### config.mk
export PLATFORM = sky130hd
export DESIGN_NAME = osc_clock_control
export DESIGN_NICKNAME = d
export VERILOG_FILES = /design/src/osc_pkg.sv /design/src/activity_checker.sv /design/src/apb_slave_port.sv /design/src/osc_clock_control.sv
export VERILOG_INCLUDE_DIRS = /design/src
export SDC_FILE = /design/constraint.sdc
export NUM_CORES = 1
export LEC_CHECK = 0
export BUFFER_PORTS_ARGS = -buffer_cell sky130_fd_sc_hd__buf_4
export CAP_MARGIN = 20
export CORE_MARGIN = 5
export CORE_UTILIZATION = 40
export CTS_CLUSTER_SIZE = 24
export DETAILED_ROUTE_END_ITERATION = 8
export PLACE_DENSITY = 0.64
export SYNTH_ARGS = -nofsm -noshare
export SYNTH_HDL_FRONTEND = slang
export SYNTH_SLANG_ARGS = --single-unit
export TNS_END_PERCENT = 30
### constraint.sdc
create_clock -name ref_clk -period 2.4 [get_ports ref_clk]
set_input_delay 0 -clock ref_clk [delete_from_list [all_inputs] [get_ports ref_clk]]
set_output_delay 0 -clock ref_clk [all_outputs]
set_load 0.005 [all_outputs]
### src/osc_params.svh
`ifndef OSC_PARAMS_SVH
`define OSC_PARAMS_SVH
// ----------------------------------------------------------------------
// register map
// ----------------------------------------------------------------------
`define ADDR_RUN_CLOCK_CFG   12'h060
`define ADDR_CHECK_STATUS    12'h064
// ----------------------------------------------------------------------
// run clock configuration fields
// ----------------------------------------------------------------------
`define BIT_POWER_DOWN       13
`define BIT_OUTPUT_ENABLE    12
`define BIT_BYPASS           11
`define BIT_PLL_CHECK        10
`define CRYS_HI              9
`define CRYS_LO              6
`define SRC_HI               5
`define SRC_LO               4
`define BIT_INT_CHECK        3
`define BIT_MAIN_CHECK       2
`define BIT_INT_DIS          1
`define BIT_MAIN_DIS         0
`define CFG_WRITE_MASK       32'h0000_3fff
`define CFG_RESET            32'h0000_3ac0
`define CRYS_RESET           4'hb
`define CRYS_LAST_RESERVED   4'h3
`define SRC_RESERVED         2'h3
// ----------------------------------------------------------------------
// status register bits
// ----------------------------------------------------------------------
`define ST_PLL_FAIL          0
`define ST_MAIN_FAIL         1
`define ST_INT_FAIL          2
`define ST_BAD_WRITE         3
// one verification timer per watched source
`define N_CHECKS             3
// ----------------------------------------------------------------------
// verification timing
// ----------------------------------------------------------------------
`define CHECK_WINDOW_NS      1000
`define CLK_PERIOD_NS        10
`define CHECK_WINDOW_CYC     (`CHECK_WINDOW_NS / `CLK_PERIOD_NS)
`endif

### src/osc_pkg.sv
package osc_pkg;
  // oscillator source codes
  typedef enum logic [1:0] {
    SRC_MAIN      = 2'h0,
    SRC_INTERNAL  = 2'h1,
    SRC_INT_DIV4  = 2'h2,
    SRC_RESV      = 2'h3
  } osc_source_e;
  // pll operating mode
  typedef enum logic [1:0] {
    PLL_POWERED_DOWN = 2'h0,
    PLL_NORMAL       = 2'h1,
    PLL_HELD         = 2'h2
  } pll_mode_e;
endpackage

### src/activity_checker.sv
`include "osc_params.svh"
// watches a clock-activity toggle; flags failure when no edge arrives
// within the window while enabled
module activity_checker #(
  parameter int WINDOW = `CHECK_WINDOW_CYC
) (
  // clock and reset
  input  wire logic ref_clk,
  input  wire logic sys_rst,
  // control
  input  wire logic check_enable,
  input  wire logic activity_toggle,
  // result
  output logic      fail_pulse
);
  import osc_pkg::*;

  initial begin
    // the cycle counter is 16 bits wide
    if (WINDOW < 2 || WINDOW > 65536) $error("activity window out of range");
  end

  logic [15:0] count_reg, count_next;
  logic        sync1_reg, sync2_reg, last_reg;
  logic        fail_reg, fail_next;

  // ----------------------------------------------------------------------
  // count cycles since the last toggle edge
  // ----------------------------------------------------------------------
  always_comb begin
    count_next = count_reg;
    fail_next  = 1'b0;
    if (!check_enable || (sync2_reg != last_reg)) begin
      count_next = 16'h0000;
    end else if (count_reg == 16'(WINDOW - 1)) begin
      count_next = 16'h0000;
      fail_next  = 1'b1;  // restart so a dead source keeps reporting
    end else begin
      count_next = count_reg + 16'h0001;
    end
  end

  // sync first flop only feeds the second
  always_ff @(posedge ref_clk) begin
    if (sys_rst) begin
      count_reg <= 16'h0000;
      sync1_reg <= 1'b0;
      sync2_reg <= 1'b0;
      last_reg  <= 1'b0;
      fail_reg  <= 1'b0;
    end else begin
      count_reg <= count_next;
      sync1_reg <= activity_toggle;
      sync2_reg <= sync1_reg;
      last_reg  <= sync2_reg;
      fail_reg  <= fail_next;
    end
  end

  assign fail_pulse = fail_reg;
endmodule

### src/apb_slave_port.sv
`include "osc_params.svh"
// apb handshake: zero wait state, one-cycle write strobe, slverr on
// unmapped address
module apb_slave_port (
  // clock and reset
  input  wire logic        ref_clk,
  input  wire logic        sys_rst,
  // apb
  input  wire logic        psel,
  input  wire logic        penable,
  input  wire logic        pwrite,
  input  wire logic [11:0] paddr,
  output logic             pready,
  output logic             pslverr,
  // decoded access
  output logic             wr_cfg,
  output logic             wr_status,
  output logic             rd_sel_status,
  output logic             access_now
);
  import osc_pkg::*;

  logic mapped;

  // ----------------------------------------------------------------------
  // decode
  // ----------------------------------------------------------------------
  always_comb begin
    mapped        = (paddr == `ADDR_RUN_CLOCK_CFG) ||
                    (paddr == `ADDR_CHECK_STATUS);
    access_now    = psel && penable;
    pready        = psel && penable;  // no wait states
    pslverr       = access_now && !mapped;
    wr_cfg        = access_now && pwrite && (paddr == `ADDR_RUN_CLOCK_CFG);
    wr_status     = access_now && pwrite && (paddr == `ADDR_CHECK_STATUS);
    rd_sel_status = (paddr == `ADDR_CHECK_STATUS);
  end
endmodule

### src/osc_clock_control.sv
`include "osc_params.svh"
// Summary of operation
// RULE_01: pll check bit set runs pll timer, failure raises interrupt
// RULE_02: crystal code field bits 9..6, resets to code 0xb
// RULE_03: crystal codes 0..3 reserved; writes of them are refused
// RULE_04: source field bits 5..4; 00 main, 01 int, 10 int/4, 11 reserved
// RULE_05: internal oscillator check bit runs timer, failure interrupts
// RULE_06: main oscillator check bit runs timer, failure interrupts
// RULE_07: main oscillator disable 1 stops it, 0 keeps running
// RULE_08: power-down 1 forces power down; both clear gives normal mode
// RULE_09: internal oscillator disable bit 1 stops it, 0 runs
// RULE_10: failure interrupts are sticky levels until software clears
// RULE_11: pll power-down resets to 1
// RULE_12: bypass picks oscillator source, else divided pll output
module osc_clock_control #(
  parameter int CHECK_WINDOW = `CHECK_WINDOW_CYC
) (
  // clock and reset
  input  wire logic        ref_clk,
  input  wire logic        sys_rst,
  // apb slave
  input  wire logic        psel,
  input  wire logic        penable,
  input  wire logic        pwrite,
  input  wire logic [11:0] paddr,
  input  wire logic [31:0] pwdata,
  output logic [31:0]      prdata,
  output logic             pready,
  output logic             pslverr,
  // activity toggles from the clock sources
  input  wire logic        pll_activity,
  input  wire logic        main_osc_activity,
  input  wire logic        int_osc_activity,
  // oscillator and pll controls
  output logic             main_osc_enable,
  output logic             int_osc_enable,
  output osc_pkg::osc_source_e osc_source,
  output logic [3:0]       crystal_code,
  output logic             pll_power_down_out,
  output logic             pll_output_enable_n,
  output osc_pkg::pll_mode_e pll_mode,
  output logic             sysclk_from_pll,
  // failure requests
  output logic             pll_fail_irq,
  output logic             main_osc_fail_irq,
  output logic             int_osc_fail_irq
);
  import osc_pkg::*;

  initial begin
    if (CHECK_WINDOW < 2) $error("check window too short");
  end

  logic [31:0] cfg_reg, cfg_next;
  logic [3:0]  status_reg, status_next;
  logic [31:0] prdata_reg, prdata_next;
  logic        wr_cfg, wr_status, rd_sel_status, access_now;
  logic        pll_fail, main_fail, int_fail;
  logic [`N_CHECKS-1:0] chk_en, chk_act, chk_fail;
  logic [3:0]  wdata_crys;
  logic [1:0]  wdata_src;
  logic        bad_write;

  // ----------------------------------------------------------------------
  // bus port and verification timers
  // ----------------------------------------------------------------------
  apb_slave_port u_bus (
    .ref_clk       (ref_clk),
    .sys_rst       (sys_rst),
    .psel          (psel),
    .penable       (penable),
    .pwrite        (pwrite),
    .paddr         (paddr),
    .pready        (pready),
    .pslverr       (pslverr),
    .wr_cfg        (wr_cfg),
    .wr_status     (wr_status),
    .rd_sel_status (rd_sel_status),
    .access_now    (access_now)
  );

  // timer lanes are indexed like the status bits they feed
  always_comb begin
    chk_en                 = 3'h0;
    chk_act                = 3'h0;
    chk_en[`ST_PLL_FAIL]   = cfg_reg[`BIT_PLL_CHECK];  // see RULE_01
    chk_en[`ST_MAIN_FAIL]  = cfg_reg[`BIT_MAIN_CHECK];  // see RULE_06
    chk_en[`ST_INT_FAIL]   = cfg_reg[`BIT_INT_CHECK];  // see RULE_05
    chk_act[`ST_PLL_FAIL]  = pll_activity;
    chk_act[`ST_MAIN_FAIL] = main_osc_activity;
    chk_act[`ST_INT_FAIL]  = int_osc_activity;
    pll_fail               = chk_fail[`ST_PLL_FAIL];
    main_fail              = chk_fail[`ST_MAIN_FAIL];
    int_fail               = chk_fail[`ST_INT_FAIL];
  end

  for (genvar g = 0; g < `N_CHECKS; g++) begin : g_chk
    activity_checker #(.WINDOW(CHECK_WINDOW)) u_chk (
      .ref_clk         (ref_clk),
      .sys_rst         (sys_rst),
      .check_enable    (chk_en[g]),
      .activity_toggle (chk_act[g]),
      .fail_pulse      (chk_fail[g])
    );
  end

  // ----------------------------------------------------------------------
  // configuration register
  // ----------------------------------------------------------------------
  // reserved codes keep the old field value rather than mislead the pll
  always_comb begin
    wdata_crys = pwdata[`CRYS_HI:`CRYS_LO];
    wdata_src  = pwdata[`SRC_HI:`SRC_LO];
    bad_write  = wr_cfg && ((wdata_crys <= `CRYS_LAST_RESERVED) ||
                            (wdata_src == `SRC_RESERVED));
    cfg_next   = cfg_reg;
    if (wr_cfg) begin
      cfg_next = pwdata & `CFG_WRITE_MASK;
      if (wdata_crys <= `CRYS_LAST_RESERVED) begin  // see RULE_03
        cfg_next[`CRYS_HI:`CRYS_LO] = cfg_reg[`CRYS_HI:`CRYS_LO];
      end
      if (wdata_src == `SRC_RESERVED) begin  // see RULE_04
        cfg_next[`SRC_HI:`SRC_LO] = cfg_reg[`SRC_HI:`SRC_LO];
      end
    end
  end

  // ----------------------------------------------------------------------
  // sticky failure status, write one to clear, set beats clear
  // ----------------------------------------------------------------------
  always_comb begin
    status_next = status_reg;
    if (wr_status) begin
      status_next = status_reg & ~pwdata[3:0];
    end
    if (pll_fail) status_next[`ST_PLL_FAIL] = 1'b1;  // see RULE_10
    if (main_fail) status_next[`ST_MAIN_FAIL] = 1'b1;
    if (int_fail) status_next[`ST_INT_FAIL] = 1'b1;
    if (bad_write) status_next[`ST_BAD_WRITE] = 1'b1;
  end

  // ----------------------------------------------------------------------
  // read data, captured in the setup cycle
  // ----------------------------------------------------------------------
  always_comb begin
    prdata_next = prdata_reg;
    if (psel && !penable) begin
      prdata_next = rd_sel_status ? {28'h0000000, status_reg} : cfg_reg;
    end
  end

  always_ff @(posedge ref_clk) begin
    if (sys_rst) begin
      cfg_reg    <= `CFG_RESET;  // see RULE_02
      status_reg <= 4'h0;
      prdata_reg <= 32'h0000_0000;
    end else begin
      cfg_reg    <= cfg_next;
      status_reg <= status_next;
      prdata_reg <= prdata_next;
    end
  end

  // ----------------------------------------------------------------------
  // control outputs
  // ----------------------------------------------------------------------
  always_comb begin
    prdata              = prdata_reg;
    main_osc_enable     = !cfg_reg[`BIT_MAIN_DIS];  // see RULE_07
    int_osc_enable      = !cfg_reg[`BIT_INT_DIS];  // see RULE_09
    osc_source          = osc_source_e'(cfg_reg[`SRC_HI:`SRC_LO]);
    crystal_code        = cfg_reg[`CRYS_HI:`CRYS_LO];
    pll_power_down_out  = cfg_reg[`BIT_POWER_DOWN];  // see RULE_11
    pll_output_enable_n = cfg_reg[`BIT_OUTPUT_ENABLE];
    sysclk_from_pll     = !cfg_reg[`BIT_BYPASS];  // see RULE_12
    if (cfg_reg[`BIT_POWER_DOWN]) begin
      pll_mode = PLL_POWERED_DOWN;  // see RULE_08
    end else if (!cfg_reg[`BIT_OUTPUT_ENABLE]) begin
      pll_mode = PLL_NORMAL;
    end else begin
      pll_mode = PLL_HELD;
    end
    pll_fail_irq      = status_reg[`ST_PLL_FAIL];
    main_osc_fail_irq = status_reg[`ST_MAIN_FAIL];
    int_osc_fail_irq  = status_reg[`ST_INT_FAIL];
  end
endmodule

Word-level counts from Yosys, hierarchy flattened

Cells that the tools add are included.

Output and inout port bits: 50
Register bits after elaboration: 110

$add $sub $neg: 3
Reductions and logical operators: 32
Equality and inequality tests: 9
Multiplexer cells: 11
Order comparisons: 1
Bitwise operators: 4

Operator list:

| kind                                                                   | count |
|---|---|
| 16-bit by 1-bit adder with 16-bit output (second input constant)       | 3 |
| 16-bit by 7-bit == test with 1-bit output (second input constant)      | 3 |
| 12-bit by 7-bit == test with 1-bit output (second input constant)      | 2 |
| 14-bit 2-to-1 mux                                                      | 1 |
| 3-bit OR reduction                                                     | 3 |
| 1-bit zero test                                                        | 8 |
| 2-bit nonzero test                                                     | 4 |
| 1-bit logical AND                                                      | 7 |
| 1-bit 2-to-1 mux                                                       | 7 |
| 2-bit OR reduction                                                     | 3 |
| 1-bit logical OR                                                       | 5 |
| 4-bit bitwise AND                                                      | 1 |
| 4-bit by 2-bit <= comparator with 1-bit output (second input constant) | 1 |
| 2-bit 2-to-1 mux                                                       | 2 |
| 4-bit 2-to-1 mux                                                       | 1 |
| 4-bit inverter                                                         | 1 |
| 2-bit AND reduction                                                    | 2 |
| 1-bit != test                                                          | 3 |
| 2-bit == test (second input constant)                                  | 1 |
| 1-bit inverter                                                         | 2 |

Longest topological paths before layout

Depth after elaboration: 5
Depth in mapped cells: 7
Gate-level depth less buffers: 5

Cells and area by module

Synthesis repeated with hierarchy kept, for this count alone.

Cell total of the unflattened synthesis: 454
Area total of the unflattened synthesis: 4,196.5 um^2

By module, submodules not included:

| module            | times used | seq. area each (um^2) | area each (um^2) | cells each |
|---|---|---|---|---|
| activity_checker  | 3          | 400.4                 | 870.8            | 93 |
| osc_clock_control | 1          | 640.6                 | 1,488.9          | 163 |
| apb_slave_port    | 1          | 0.0                   | 95.1             | 12 |

Worst setup path after synthesis

No wires, ideal clock.

Path kind: register to register
Start point: register g_chk[1].u_chk.count_reg[0]
End point: register g_chk[1].u_chk.count_reg[10]
Path slack: 0.758 ns
Path buffers: 2
Data required time: 2.272 ns
Setup time: 0.128 ns
Data arrival time: 1.515 ns
Stages on the path, launching flop included: 8
Cells stage by stage: dfxtp_1 > ha_1 > and3_1 > nand4_1 > nand2b_1 > clkbuf_1 > clkbuf_1 > nor2_1

Longest elaborated chain between the ends: 2
Elaborated cells between the ends (all ways): 3
Those cells by class: 1 x add/sub; 1 x eq/ne; 1 x reduce/logical

RTL lines:

| what                                                                                             | line                   | RTL |
|---|---|---|
| from (decl)                                                                                      | activity_checker.sv:23 | `logic [15:0] count_reg, count_next;` |
| from (signal assigned)                                                                           | activity_checker.sv:52 | `count_reg <= count_next;` |
| parallel branches: the longest is 2 deep, another holds 16-bit by 1-bit adder with 16-bit output | --                     |  |

Parallel ways; which one is timed is not known.
A chain may end at the register's enable or synchronous reset.

Final worst setup path

Start point: input paddr[9]
End point: register cfg_reg[9]

Longest elaborated chain between the ends: 3

RTL lines:

| what                                                | line                     | RTL |
|---|---|---|
| from (decl)                                         | osc_clock_control.sv:25  | `input wire logic [11:0] paddr,` |
| 12-bit by 7-bit == test with 1-bit output (no line) | --                       |  |
| 1-bit logical AND                                   | apb_slave_port.sv:34     | `` wr_cfg = access_now && pwrite && (paddr == `ADDR_RUN_CLOCK_CFG); `` |
| 2-bit AND reduction (no line)                       | --                       |  |
| to (signal assigned)                                | osc_clock_control.sv:154 | `` cfg_reg <= `CFG_RESET; `` |
| to (signal assigned)                                | osc_clock_control.sv:158 | `cfg_reg <= cfg_next;` |
| to (decl)                                           | osc_clock_control.sv:54  | `logic [31:0] cfg_reg, cfg_next;` |

Every way passes these cells.

==> impl_metrics.py <==
metrics = {
    "clock_tree": {
        "cts_setup_buffers": 0,
        "cts_buffer_depth": 2,
        "cts_root_buf": "clkbuf_8",
        "cts_tree": "done",
        "cts_made_buffers": 9,
        "holdBufCountCts": 19,
        "h-tree-depth": 3,
        "cts_resized": 0,
        "cts_sinks": 92,
        "clk_latency_ps": 340,
        "clk_pin_slew_ps": 90,
    },
    "global_routing": {
        "antenna_found_initial": 0,
        "grt_max_degree": 37,
        "globalRoute.totalOverflow": 0,
        "globalRouteTotalUtil_pct": 14.3,
        "grt_pass1_vias": 3239,
        "grt_pass1_wl_um": 15000,
    },
    "route": {
        "firstDrtPassIters": 4,
        "drc": 0,
        "wire_per_inst_um": 13.1,
        "num_vias": 3258,
        "final_antenna_net_count": 0,
        "viasPerCell": 4.92,
        "dr.first_iter.drc_count": 158,
        "routed_wl_um": 8660,
    },
    "die": {
        "initial_core_util_pct": 41.4,
        "die-area_um2": 12300,
        "ioPinCount": 102,
        "fp.coreArea_um2": 9860,
        "fp.dieH_um": 111,
        "rows": 36,
        "die_x_um": 111,
    },
    "pwr": {
        "internal_power_mw": 2.14,
        "p_clk_share_pct": 37.2,
        "peakVddDrop_v": 0.000263,
        "power.density_nw_per_um2": 550,
        "comb_power_share_pct": 5.9,
        "p_sw_share_pct": 21.4,
        "p_leak_nw": 1.77,
        "power_switching_mw": 0.584,
        "p_seq_share_pct": 56.9,
    },
    "worst_setup_path": {
        "cp-end-kind": "flop",
        "arrival_ps": 2210,
        "cp.required_ps": 2630,
        "path_cells": "buf_4 -> or4_4 -> nor4_4 -> buf_4 -> nand2_1 -> a221o_1 -> dlygate4sd3_1",
        "critPathMaxStageDelay_ps": 570,
        "path_class": "primary input to flop",
        "crit_slowest_cell": "or4_4",
        "cp_common_cell": "buf_4",
        "startpoint_type": "primary input",
        "critPathMaxFanout": 17,
    },
    "sta": {
        "tightestPinTransition_ps": 601,
        "fin_setup_tns_ps": 0,
        "slew_violations": 0,
        "max_freq_mhz": 505,
        "min_period_over_period_pct": 82.5,
        "rsz0062_at_grt": "false",
        "holdWs_ps": 92.9,
        "slew-limit-headroom_pct": 59.9,
        "period_needed_ps": 1980,
        "hold_viol": 0,
        "skew_ps": 12.8,
        "setup_viol": 0,
    },
    "cells_and_area": {
        "insertedDiodeCount": 0,
        "final_nets": 580,
        "fillCellCount": 935,
        "largest_reg_flops": 48,
        "syn_to_final_growth_pct": 21.1,
        "fin_util_pct": 50.2,
        "drive_gt1_share_pct": 20.4,
    },
    "synthesis": {
        "syn_area_per_cell_um2": 9.10,
        "ys_types": 44,
        "syn_area_um2": 4090,
        "netlist_instances": 449,
        "yosysSeqAreaShare_pct": 45.1,
        "synth-seq-cells": 92,
        "ys.warnings.count": 0,
    },
    "status": {
        "status": "finished, final reports clean",
    },
    "worst_hold_path": {
        "hp-class": "primary input to flop",
    },
    "place": {
        "hpwl_um": 6070,
        "port_buffers": 65,
        "place_congestion": 0.811,
    },
    "job": {
        "cap_viol_max_count": 0,
    },
}
[power groups by stage]
stage | registers [mW] | clock network (mW) | logic (mW)
after floorplan | 1.58 | 0 | 0.0826
after global placement | 1.58 | 0 | 0.135
after detailed placement | 1.58 | 0 | 0.138
after CTS | 1.55 | 1.06 | 0.161
after global routing | 1.55 | 1.14 | 0.176
final | 1.55 | 1.01 | 0.160
[cells in the mapped netlist, drive strengths merged]
cell type | count | area [um2]
nand3 | 32 | 210
or4 | 4 | 37.5
dfxtp | 92 | 1840
nor4bb | 2 | 20.0
or3 | 3 | 18.8
and3 | 6 | 37.5
clkbuf | 12 | 45.0
a221o | 1 | 10.0
mux2i | 13 | 130
a21oi | 22 | 148
o21bai | 1 | 7.51
nand4 | 21 | 131
o21ai | 6 | 30.0
and2 | 2 | 12.5
nand4b | 1 | 8.76
a32o | 1 | 10.0
xor2 | 15 | 131
buf | 30 | 239
xnor2 | 26 | 228
ha | 3 | 37.5
o21a | 4 | 30.0
o211ai | 1 | 7.51
o31a | 1 | 10.0
nand2 | 25 | 93.8
nor4 | 17 | 121
nand2b | 2 | 12.5
conb | 1 | 3.75
nor2b | 12 | 75.1
nor2 | 60 | 225
and2b | 1 | 7.51
inv | 14 | 52.6
nor3 | 11 | 55.1
a21boi | 3 | 22.5
o31ai | 2 | 15.0
and4 | 1 | 8.76
nand4bb | 1 | 11.3
[per-stage QoR]
step / instance area [um2] / power, mW / std cells / worst slack (ps)
2_1_floorplan: 4150 / 1.67 / 466 / 758
3_3_place_gp: 4570 / 1.72 / 628 / 654
3_5_place_dp: 4570 / 1.72 / 628 / 622
4_1_cts: 4950 / 2.77 / 662 / 455
5_1_grt: 4950 / 2.86 / 662 / 384
6_report: 4950 / 2.72 / 662 / 420
[cell usage in the layout (no fill, tap or decap), types with 2 or more instances in the layout]
cell | netlist | layout
or4_4 | 2 | 2
dfxtp_1 | 92 | 92
or4_1 | 2 | 2
clkbuf_1 | 12 | 2
buf_4 | 25 | 71
inv_1 | 14 | 14
xnor2_1 | 26 | 26
conb_1 | 1 | 18
and3_1 | 6 | 6
nor4_1 | 16 | 16
xor2_1 | 15 | 15
a21oi_1 | 12 | 12
nor2_1 | 60 | 60
nand2b_1 | 2 | 2
nand2_1 | 25 | 25
o21ai_0 | 6 | 6
o21a_1 | 4 | 4
or3_1 | 3 | 3
nor2b_1 | 12 | 12
a21oi_2 | 10 | 10
nand4_1 | 21 | 21
ha_1 | 3 | 3
o31ai_1 | 2 | 2
nor3_1 | 11 | 11
dlygate4sd3_1 | 0 | 19
nand3_1 | 22 | 22
nor4bb_1 | 2 | 2
and2_1 | 2 | 2
nand3_2 | 10 | 10
clkbuf_8 | 0 | 10
mux2i_1 | 13 | 13
a21boi_0 | 3 | 3
[routing by layer]
metal / part of all wire [%] / global-route usage, %
met5: 0 / 0
met1: 47 / 18.7
met3: 5.3 / 4.37
met4: 0.68 / 3.41
met2: 46 / 23.4
[layout make-up]
cell class                      instances  area, um2  area share [%]
Multi-Input combinational cell        318       1970            39.9
Clock buffer                           12        145            2.93
Clock inverter                          3       46.3           0.936
Sequential cell                        92       1840            37.2
Inverter                               14       52.6            1.06
Timing Repair Buffer                   90        723            14.6
Tap cell                              133        166            3.36
[cell families after synthesis]
| group | count (synthesis) | share of synthesized area, % |
|---|---|---|
| xor+xnor | 41 | 8.79 |
| simple gates | 201 | 26.6 |
| buf+inv | 56 | 8.24 |
| flops | 92 | 45.1 |
| fa+ha+maj | 3 | 0.919 |
| mux | 13 | 3.18 |
| other cells | 1 | 0.0918 |
| compound gates | 42 | 7.10 |
[final timing paths]
kind	startpoint	end	slack, ps	depth (start not counted)
max	paddr[9]	cfg_reg[9]	420	7
min	sys_rst	cfg_reg[2]	90	2
min reg2reg	g_chk[2].u_chk.sync1_reg	g_chk[2].u_chk.sync2_reg	440	1
max reg2reg	g_chk[0].u_chk.count_reg[0]	g_chk[0].u_chk.fail_pulse	620	4
[critical path, delay by kind of cell]
family	cells	cell delay, ps
and+or+nand+nor	3	950
AOI/OAI and AO/OA	1	300
buffers and inverters	3	960
No activity file was read; power rests on OpenSTA's default activity.
